`src/rtl/smc_pkg.sv`:
```
// Constants for the synthesizer modulator configuration decode.
// Assumes 24-bit program words shifted in MSB first, address in bits 3:0.
package smc_pkg;
	localparam int unsigned WORD_W        = 24;
	localparam int unsigned ADDR_W        = 4;
	localparam int unsigned FRAC_LOW_W    = 12;
	localparam int unsigned FRAC_UP_W     = 10;
	localparam int unsigned FRAC_W        = 22;

	// Address codes in the low bits of a word
	localparam logic [3:0] ADDR_CONFIG_WORD    = 4'h9;
	localparam logic [3:0] ADDR_EXTENSION_WORD = 4'hb;
	// Main frequency word is recognised by bit 0 alone
	localparam int unsigned MAIN_WORD_BIT      = 0;
	localparam logic        MAIN_WORD_CODE     = 1'h0;

	// Config word field positions
	localparam int unsigned AUTO_WAKE_BIT      = 23;
	localparam int unsigned SPREAD_LSB         = 16;
	localparam int unsigned ORDER_LSB          = 14;
	localparam int unsigned DOUBLER_BIT        = 12;
	localparam int unsigned BUF_OUT_BIT        = 11;

	// Extension word field positions
	localparam int unsigned DEN_UPPER_LSB      = 14;
	localparam int unsigned NUM_UPPER_LSB      = 4;

	// Modulator order codes
	localparam logic [1:0] ORDER_FOURTH        = 2'h0;
	localparam logic [1:0] ORDER_OFF           = 2'h1;
	localparam logic [1:0] ORDER_SECOND        = 2'h2;
	localparam logic [1:0] ORDER_THIRD         = 2'h3;

	// Dither level codes
	localparam logic [1:0] SPREAD_NONE         = 2'h0;
	localparam logic [1:0] SPREAD_WEAK         = 2'h1;
	localparam logic [1:0] SPREAD_STRONG       = 2'h2;
	localparam logic [1:0] SPREAD_RESERVED     = 2'h3;

	// Values after reset
	localparam logic [23:0] RESET_WORD         = 24'h000000;
	localparam logic [1:0]  RESET_ORDER        = 2'h0;
	localparam logic [1:0]  RESET_SPREAD       = 2'h0;
	localparam logic [9:0]  RESET_UPPER        = 10'h000;
	localparam logic        RESET_SLEEP        = 1'h1;
endpackage

```
`src/rtl/smc_config.sv`:
```
// Serial configuration decode for the fractional-N modulator settings.
// Assumes pins are asynchronous to clk and the serial clock runs well
// below a quarter of clk; lower fraction bits come from other registers.
//
// Function
// - Buffer pin floats when disabled, else drives reference
// - Doubler off: both counters see plain reference
// - Doubler on: RF counter sees doubled reference
// - Order code 0/2/3 gives fourth/second/third order
// - Order code 1 switches the modulator off
// - Dither code: none, weak, strong, reserved
// - Auto wake: main word write clears sleep bits
// - Chip enable low suppresses auto wake
// - Narrow mode: 12-bit numerator, upper bits ignored
// - Wide mode: upper ten numerator bits joined above
// - Wide mode widens denominator likewise, narrow ignores
`timescale 1ns/1ps
module smc_config
	import smc_pkg::*;
(
	input  wire logic              clk,
	input  wire logic              resetn,
	input  wire logic              prog_clock_pin,
	input  wire logic              prog_data_pin,
	input  wire logic              prog_latch_pin,
	input  wire logic              chip_enable_pin,
	input  wire logic              reference_input_pin,
	input  wire logic              extended_width_select,
	input  wire logic [11:0]       frac_numerator_lower,
	input  wire logic [11:0]       frac_denominator_lower,
	input  wire logic              sleep_write,
	input  wire logic              rf_sleep_value,
	input  wire logic              if_sleep_value,
	output logic                   reference_buffer_pin_out,
	output logic                   reference_buffer_pin_oe_n,
	output logic                   rf_ref_tick,
	output logic                   if_ref_tick,
	output logic                   modulator_enable,
	output logic [2:0]             modulator_order,
	output logic                   dither_enable,
	output logic                   dither_strong,
	output logic                   rf_loop_sleep,
	output logic                   if_loop_sleep,
	output logic [21:0]            frac_numerator,
	output logic [21:0]            frac_denominator
);

	// Two-flop synchronisers; clock, latch and reference add one stage for edge detection
	logic [2:0] sclk_sync;
	logic [1:0] sdat_sync;
	logic [2:0] sle_sync;
	logic [1:0] ce_sync;
	logic [2:0] ref_sync;

	always_ff @(posedge clk or negedge resetn) begin
		if (!resetn) begin
			sclk_sync <= 3'h0;
			sdat_sync <= 2'h0;
			sle_sync  <= 3'h0;
			ce_sync   <= 2'h0;
			ref_sync  <= 3'h0;
		end else begin
			sclk_sync <= {sclk_sync[1:0], prog_clock_pin};
			sdat_sync <= {sdat_sync[0], prog_data_pin};
			sle_sync  <= {sle_sync[1:0], prog_latch_pin};
			ce_sync   <= {ce_sync[0], chip_enable_pin};
			ref_sync  <= {ref_sync[1:0], reference_input_pin};
		end
	end

	// Edges are taken from stages two and three only
	logic sclk_rise;
	logic latch_rise;
	logic ref_rise;
	logic ref_fall;
	assign sclk_rise  = sclk_sync[1] & ~sclk_sync[2];
	assign latch_rise = sle_sync[1] & ~sle_sync[2];
	assign ref_rise   = ref_sync[1] & ~ref_sync[2];
	assign ref_fall   = ~ref_sync[1] & ref_sync[2];

	// Program state
	logic [23:0] shift_word;
	logic        auto_wake_on_word_zero;
	logic [1:0]  spur_spread_level;
	logic [1:0]  modulator_order_select;
	logic        ref_doubler_enable;
	logic        ref_buffer_out_enable;
	logic [9:0]  frac_numerator_upper;
	logic [9:0]  frac_denominator_upper;
	logic        rf_sleep;
	logic        if_sleep;

	logic [23:0] next_shift_word;
	logic        next_auto_wake;
	logic [1:0]  next_spread;
	logic [1:0]  next_order;
	logic        next_doubler;
	logic        next_buf_out;
	logic [9:0]  next_num_upper;
	logic [9:0]  next_den_upper;
	logic        next_rf_sleep;
	logic        next_if_sleep;
	logic        wake;

	// Shift on serial clock rise, decode the word on latch rise
	always_comb begin
		next_shift_word = shift_word;
		next_auto_wake  = auto_wake_on_word_zero;
		next_spread     = spur_spread_level;
		next_order      = modulator_order_select;
		next_doubler    = ref_doubler_enable;
		next_buf_out    = ref_buffer_out_enable;
		next_num_upper  = frac_numerator_upper;
		next_den_upper  = frac_denominator_upper;
		next_rf_sleep   = rf_sleep;
		next_if_sleep   = if_sleep;
		wake            = 1'b0;
		if (sclk_rise) begin
			next_shift_word = {shift_word[22:0], sdat_sync[1]};
		end
		if (latch_rise) begin
			if (shift_word[3:0] == ADDR_CONFIG_WORD) begin
				next_auto_wake = shift_word[AUTO_WAKE_BIT];
				next_spread    = shift_word[SPREAD_LSB +: 2];
				next_order     = shift_word[ORDER_LSB +: 2];
				next_doubler   = shift_word[DOUBLER_BIT];
				next_buf_out   = shift_word[BUF_OUT_BIT];
			end
			if (shift_word[3:0] == ADDR_EXTENSION_WORD) begin
				next_den_upper = shift_word[DEN_UPPER_LSB +: 10];
				next_num_upper = shift_word[NUM_UPPER_LSB +: 10];
			end
			// CE low blocks the wake even with the bit set
			if (shift_word[MAIN_WORD_BIT] == MAIN_WORD_CODE &&
			    auto_wake_on_word_zero && ce_sync[1]) begin
				wake = 1'b1;
			end
		end
		// Explicit sleep write takes effect first, then wake overrides
		if (sleep_write) begin
			next_rf_sleep = rf_sleep_value;
			next_if_sleep = if_sleep_value;
		end
		if (wake) begin
			next_rf_sleep = 1'b0;
			next_if_sleep = 1'b0;
		end
	end

	always_ff @(posedge clk or negedge resetn) begin
		if (!resetn) begin
			shift_word             <= RESET_WORD;
			auto_wake_on_word_zero <= 1'b0;
			spur_spread_level      <= RESET_SPREAD;
			modulator_order_select <= RESET_ORDER;
			ref_doubler_enable     <= 1'b0;
			ref_buffer_out_enable  <= 1'b0;
			frac_numerator_upper   <= RESET_UPPER;
			frac_denominator_upper <= RESET_UPPER;
			rf_sleep               <= RESET_SLEEP;
			if_sleep               <= RESET_SLEEP;
		end else begin
			shift_word             <= next_shift_word;
			auto_wake_on_word_zero <= next_auto_wake;
			spur_spread_level      <= next_spread;
			modulator_order_select <= next_order;
			ref_doubler_enable     <= next_doubler;
			ref_buffer_out_enable  <= next_buf_out;
			frac_numerator_upper   <= next_num_upper;
			frac_denominator_upper <= next_den_upper;
			rf_sleep               <= next_rf_sleep;
			if_sleep               <= next_if_sleep;
		end
	end

	// Decoded outputs, all registered
	logic        next_buf_pin_out;
	logic        next_buf_pin_oe_n;
	logic        next_rf_tick;
	logic        next_if_tick;
	logic        next_mod_en;
	logic [2:0]  next_mod_order;
	logic        next_spur_spread_level_en;
	logic        next_spur_spread_level_strong;
	logic [21:0] next_num;
	logic [21:0] next_den;

	always_comb begin
		// Buffer copies the synchronised reference, so it lags by a few
		// clocks and cannot pass tones above half of clk
		next_buf_pin_oe_n = ~ref_buffer_out_enable;
		next_buf_pin_out  = ref_buffer_out_enable & ref_sync[1];
		// Doubling counts both reference edges for the RF counter
		next_if_tick = ref_rise;
		next_rf_tick = ref_doubler_enable ? (ref_rise | ref_fall)
		                                  : ref_rise;
		unique case (modulator_order_select)
			ORDER_FOURTH: begin
				next_mod_en    = 1'b1;
				next_mod_order = 3'h4;
			end
			ORDER_OFF: begin
				next_mod_en    = 1'b0;
				next_mod_order = 3'h0;
			end
			ORDER_SECOND: begin
				next_mod_en    = 1'b1;
				next_mod_order = 3'h2;
			end
			ORDER_THIRD: begin
				next_mod_en    = 1'b1;
				next_mod_order = 3'h3;
			end
		endcase
		// Reserved dither code behaves as dithering off
		unique case (spur_spread_level)
			SPREAD_NONE: begin
				next_spur_spread_level_en     = 1'b0;
				next_spur_spread_level_strong = 1'b0;
			end
			SPREAD_WEAK: begin
				next_spur_spread_level_en     = 1'b1;
				next_spur_spread_level_strong = 1'b0;
			end
			SPREAD_STRONG: begin
				next_spur_spread_level_en     = 1'b1;
				next_spur_spread_level_strong = 1'b1;
			end
			SPREAD_RESERVED: begin
				next_spur_spread_level_en     = 1'b0;
				next_spur_spread_level_strong = 1'b0;
			end
		endcase
		if (extended_width_select) begin
			next_num = {frac_numerator_upper, frac_numerator_lower};
			next_den = {frac_denominator_upper,
			            frac_denominator_lower};
		end else begin
			next_num = {10'h000, frac_numerator_lower};
			next_den = {10'h000, frac_denominator_lower};
		end
	end

	always_ff @(posedge clk or negedge resetn) begin
		if (!resetn) begin
			reference_buffer_pin_out  <= 1'b0;
			reference_buffer_pin_oe_n <= 1'b1;
			rf_ref_tick               <= 1'b0;
			if_ref_tick               <= 1'b0;
			modulator_enable          <= 1'b0;
			modulator_order           <= 3'h0;
			dither_enable             <= 1'b0;
			dither_strong             <= 1'b0;
			frac_numerator            <= 22'h000000;
			frac_denominator          <= 22'h000000;
		end else begin
			reference_buffer_pin_out  <= next_buf_pin_out;
			reference_buffer_pin_oe_n <= next_buf_pin_oe_n;
			rf_ref_tick               <= next_rf_tick;
			if_ref_tick               <= next_if_tick;
			modulator_enable          <= next_mod_en;
			modulator_order           <= next_mod_order;
			dither_enable             <= next_spur_spread_level_en;
			dither_strong             <= next_spur_spread_level_strong;
			frac_numerator            <= next_num;
			frac_denominator          <= next_den;
		end
	end

	assign rf_loop_sleep = rf_sleep;
	assign if_loop_sleep = if_sleep;

endmodule // smc_config

```
`config.mk`:
```
export PLATFORM = sky130hd
export DESIGN_NAME = smc_config
export DESIGN_NICKNAME = d
export VERILOG_FILES = /design/src/rtl/smc_pkg.sv /design/src/rtl/smc_config.sv
export SDC_FILE = /design/constraint.sdc
export NUM_CORES = 1
export LEC_CHECK = 0
export ABC_AREA = 1
export BUFFER_PORTS_ARGS = -buffer_cell sky130_fd_sc_hd__buf_4
export CELL_PAD_IN_SITES_DETAIL_PLACEMENT = 0
export CELL_PAD_IN_SITES_GLOBAL_PLACEMENT = 1
export CORE_ASPECT_RATIO = 0.5
export CORE_UTILIZATION = 35
export CTS_BUF_LIST = sky130_fd_sc_hd__clkbuf_2 sky130_fd_sc_hd__clkbuf_4 sky130_fd_sc_hd__clkbuf_8
export CTS_CLUSTER_DIAMETER = 150
export DETAILED_ROUTE_END_ITERATION = 8
export PLACE_DENSITY_LB_ADDON = 0.3
export SLEW_MARGIN = 20
export SYNTH_ARGS = -nofsm -noshare
export SYNTH_HDL_FRONTEND = slang
export SYNTH_SLANG_ARGS = --single-unit
```
`constraint.sdc`:
```
create_clock -name clk -period 1.3 [get_ports clk]
set_clock_uncertainty 0.15 [all_clocks]
set_input_delay 0.26 -clock clk [delete_from_list [all_inputs] [get_ports clk]]
set_output_delay 0.26 -clock clk [all_outputs]
set_load 0.02 [all_outputs]
```
==> metrics, run 1 <==
gr ovfl total=0; starting density of the core=0.367; commonest non-fill, non-tap cell in the layout=nand2_1; IO Port Bufs=90; gp weighted congestion=0.701; Layout area overhead=47.3%; post-route cell area=0.00608 mm^2; first-pass GRT wire length=13.7 mm; fmax=0.670 GHz; placed inst area=0.00507 mm^2; Compound-Gate Fraction of Synth Area=0.0133; Avg Cell Area, Syn=11.3 um^2; Mapped Nets=403; WP data required=0.89 ns; FP Rows=27; final worst slack=-0.193 ns; slew margin rel.=0.842; P_leak=3.25 nW; worst path cell trace=buf_6; Hold Slack=0.0210 ns; post-detailed-routing wire length=8.12 mm; drt first-iter violations=177; adder-cell share of the synthesized area=0.00606; Final Util=0.541; Final Max Tran Viols=0; Top Ports=91; final setup fails=56; status=complete, but fails checks; sequential-to-total area share from yosys stat=0.728; CTS root buf=clkbuf_8; die width=156 um; xor/xnor cell area share of the yosys netlist=0; die area=0.0123 mm^2; Post-DP HPWL=5.10 mm; Startpoint Class=register; initial antenna violation count=0; Tcrit/Tclk final=1.15; WL/cell=11.9 um; largest net degree at the start of global routing=44; peak supply drop=0.556 mV; CTS HTree Levels=4; Synth Register Bits=120; gr usage total=0.146; Final ANT Viol Nets=0; main area contributors after synthesis=dfrtp_1, nand2_1, nand3_1, inv_1, dfstp_2; Synth Instances=366; post-synthesis cell type count=19; multiplexer share of the synthesized area=0; worst skew pair latency=0.42 ns; Final min period=1.49 ns; post-layout power=8.81 mW; vias in the first global route=2892; CP Capture Type=output pin; Clock Tree Buf Depth=2; vias=2856; most frequent cells in the layout=nand2_1, dfrtp_1, buf_6; dpl ws=0.0818 ns; RSZ-0062 raised after global routing=yes; core area=0.0112 mm^2; Power Density=1450 mW/mm^2; WP data arrival=1.08 ns; post-synth top area cell=dfrtp_1; worst hold path type=input port to register; yosys warns=0; post-synthesis simple-gate area fraction=0.191; crit-path max cell delay=0.55 ns; Inserted Clock Buffers=17; actual slew at the worst max-slew pin=0.237 ns; Worst-path clk slew=0.07 ns; Inserted Diodes=0; drt first pass iters=4; synthesized area=0.00413 mm^2; CP Max Fanout=2; final hold vios=0; failing checks=negative setup slack; CP max-delay cell=dfstp_2; post-synth top area share=0.709; WS Path Type=register to output pin; Sink Count=120; fraction of layout cells with a size suffix above 1=0.303; Vert. Die Dim=78.8 um; CP bufs+invs=1; Maximum Capacitance Violations=0; largest family of logic cells by synthesized area=simple AND/OR/NAND/NOR gates; final layout net count=545; CP top delay family=flip-flops; Via density=4.20; CTS tree=done; DRC violations left=0
-- sequential cells by signal (all words and copies together), names as in the netlist, 2 cells and up --
| register | count |
|---|---|
| frac_numerator | 22 |
| spur_spread_level | 2 |
| frac_denominator | 22 |
| sclk_sync | 3 |
| ce_sync | 2 |
| sdat_sync | 2 |
| ref_sync | 3 |
| frac_denominator_upper | 10 |
| frac_numerator_upper | 10 |
| modulator_order | 3 |
| shift_word | 24 |
| modulator_order_select | 2 |
| sle_sync | 3 |
-- cells in the mapped netlist, drive strengths merged --
cell type and count:
ha 2, nand2 124, dfstp 3, buf 13, dfrtp 117, a21boi 2
a21oi 3, nand3 46, nor2 12, o21ai 5, clkbuf 3, inv 36
-- routing by layer --
metal | up-vias | track usage | share of wire
met5 | - | 0 | 0
met1 | 1355 | 0.185 | 0.46
li1 | 1407 | - | -
met4 | 0 | 0.0500 | 0.012
met3 | 9 | 0.0540 | 0.062
met2 | 85 | 0.233 | 0.46
-- report_power, final --
| part | switching (mW) | internal, mW |
|---|---|---|
| Combinational | 0.484 | 0.470 |
| Sequential | 0.195 | 4.02 |
| Clock | 1.46 | 2.17 |
-- cells by family after synthesis --
kind of cell               count (synthesis)
AOI/OAI and AO/OA                         10
adders and majority gates                  2
buffers and inverters                     52
DFF                                      120
and+or+nand+nor                          182
-- layout make-up --
class	count	area (um^2)
clock buffers	19	262
clock inverters	13	176
fillers	999	5170
inverters	36	135
multi-input cells	194	881
flip-flops and latches	120	3010
well taps	159	199
repair buffers	139	1420
-- through the flow --
| stage | cells | setup TNS [ns] |
|---|---|---|
| final | 680 | -2.42 |
| after floorplan | 366 | 0 |
| after detailed placement | 614 | 0 |
| after global placement | 614 | 0 |
| after CTS | 677 | -4.06 |
| after global routing | 680 | -5.20 |
-- final timing paths --
| kind | cells past startpoint | slack (ns) | startpoint | endpoint |
|---|---|---|---|---|
| worst max-delay path | 1 | -0.19 | if_loop_sleep | if_loop_sleep |
| worst min-delay path | 3 | 0.02 | extended_width_select | frac_numerator[21] |
| worst max register to register | 6 | 0.06 | shift_word[3] | frac_numerator_upper[1] |
| worst min register to register | 0 | 0.20 | sclk_sync[0] | sclk_sync[1] |
| max in group asynchronous | 3 | 0.45 | resetn | if_loop_sleep |
| min in group asynchronous | 2 | 0.05 | resetn | frac_numerator[15] |
-- repair_timing --
action / CTS / global route
buffers inserted: 0 / 3
resized for setup: 56 / 8
hold buffers: 31 / 0
hold endpoints to repair: 151 / 0
pin swaps: 0 / 5
setup endpoints to repair: 56 / 73
Power figures use the tool's default switching activity.
==> run 2, diff against run 1 <==
REMOVE_ABC_BUFFERS = 1   (was not set)
SLEW_MARGIN = 5   (was 20)
==> metrics, run 2 (synthesized netlist as in run 1, its figures left out) <==
Worst-path clk slew=0.07 ns (about the same); final layout net count=544 (-0.18%); CP bufs+invs=1 (unchanged); post-detailed-routing wire length=8.61 mm (+6.1%); RSZ-0062 raised after global routing=yes; commonest non-fill, non-tap cell in the layout=dfrtp_1; starting density of the core=0.367 (unchanged); status=complete, but fails checks; WL/cell=12.7 um (+6.2%); final hold vios=0 (unchanged); FP Rows=27 (unchanged); vias=2839 (-0.60%); placed insts=610 (-0.65%); most frequent cells in the layout=dfrtp_1, nand2_1, buf_6; slew margin rel.=0.843 (+0.000940); Reg with most FFs=shift_word; drt first pass iters=6 (+2); CP Max Fanout=2 (unchanged); WP data required=0.89 ns (about the same); worst path cell trace=buf_6; IO Port Bufs=90 (unchanged); Clock Tree Buf Depth=2 (unchanged); initial antenna violation count=0 (unchanged); failing checks=negative setup slack; worst hold path type=input port to register; Power Density=1460 mW/mm^2 (+0.88%); CTS tree=done; gr usage total=0.150 (+0.00413); final worst slack=-0.180 ns (+0.0136 ns); drt first-iter violations=143 (-19%); fmax=0.676 GHz (+0.92%); gr ovfl total=0 (unchanged); placed inst area=0.00504 mm^2 (-0.59%); Sink Count=120 (unchanged); Final Util=0.555 (+0.0141); CP max-delay cell=dfstp_2; CTS HTree Levels=4 (unchanged); Hold Slack=0.0447 ns (+0.0237 ns); max reg flops=24 (unchanged); actual slew at the worst max-slew pin=0.236 ns (-0.00141 ns); CP top delay family=flip-flops; Top Ports=91 (unchanged); post-route insts no fill=679 (-0.15%); Final min period=1.48 ns (-0.0136 ns); Tcrit/Tclk final=1.14 (-0.0104); P_leak=3.30 nW (+1.3%); peak supply drop=0.663 mV (+19%); Vert. Die Dim=78.8 um (unchanged); Inserted Diodes=0 (unchanged); post-route cell area=0.00624 mm^2 (+2.6%); Maximum Capacitance Violations=0 (unchanged); WP data arrival=1.07 ns (about the same); Final Max Tran Viols=0 (unchanged); Via density=4.18 (-0.45%); die area=0.0123 mm^2 (unchanged); worst skew pair latency=0.42 ns (about the same); Post-DP HPWL=5.06 mm (-0.68%); Startpoint Class=register; final setup fails=71 (+27%); Final ANT Viol Nets=0 (unchanged); Layout area overhead=51.1%; WS Path Type=register to output pin; Largest regs=shift_word: 24 flops, frac_denominator: 22 flops, frac_numerator: 22 flops; fraction of layout cells with a size suffix above 1=0.346 (+0.0429); CP Capture Type=output pin; crit-path max cell delay=0.54 ns (about the same); Inserted Clock Buffers=17 (unchanged); core area=0.0112 mm^2 (unchanged); die width=156 um (unchanged); vias in the first global route=2865 (-0.93%); gp weighted congestion=0.716 (+2.1%); largest net degree at the start of global routing=46 (+4.5%); CTS root buf=clkbuf_8; DRC violations left=0 (unchanged); first-pass GRT wire length=13.9 mm (+1.9%)
## run 2: changes by cell type in the layout (fill, tap and decap cells not counted), sizes merged
cell and change:
buf -4, clkbuf +3, bufinv +1, clkinv -1, clkinvlp -1, dlygate4sd3 +1
## run 2: path summary, 6_finish.rpt
kind | startpoint | to | slack (ns) | cells after the start
hold / removal | rf_sleep_value | rf_loop_sleep | 0.04 | 4
hold reg to reg | ref_sync[0] | ref_sync[1] | 0.20 | 0
min in group asynchronous | resetn | shift_word[0] | 0.06 | 2
setup reg to reg | sle_sync[1] | frac_numerator_upper[3] | -0.04 | 6
setup / recovery | rf_loop_sleep | rf_loop_sleep | -0.18 | 1
max in group asynchronous | resetn | reference_buffer_pin_oe_n | 0.42 | 3
## run 2: what timing repair did
item	CTS	global route
pin swaps	0	4
gates resized for setup	56	38
setup endpoints to repair	56	80
setup buffers	0	2
hold endpoints to repair	155	0
gates cloned	0	3
hold buffers	32	0
## run 2: through the flow
stage / total power, mW / setup slack, ns / setup TNS (ns)
finish: 9.11 / -0.180 / -2.99
global route: 9.51 / -0.233 / -7.40
CTS: 9.16 / -0.217 / -4.55
detailed placement: 5.06 / 0.0737 / 0
global placement: 5.05 / 0.0829 / 0
floorplan: 4.61 / -0.281 / -7.92
## run 2: worst min-delay path, delay by kind of cell
kind	cells	cell delay, ns
and+or+nand+nor	2	0.14
AOI/OAI and AO/OA	1	0.11
buffers and inverters	1	0.08
## run 2: cell type report
class | instances | area [um^2]
Clock buffer | 20 | 269
Clock inverter | 12 | 198
Fill cell | 978 | 5010
Inverter | 36 | 135
Multi-Input combinational cell | 194 | 976
Sequential cell | 120 | 3010
Tap cell | 159 | 199
Timing Repair Buffer | 138 | 1460
## run 2: routing by layer
metal	part of all wire	track usage
met1	0.48	0.197
met2	0.45	0.230
met3	0.056	0.0377
met4	0.015	0.0853
met5	0	0
## run 2: power breakdown
part           internal (mW)  switching (mW)  leakage, nW  total (mW)
Combinational          0.478           0.495         1.52       0.973
Sequential              4.02           0.215         1.55        4.23
Clock                   2.40            1.51        0.232        3.91
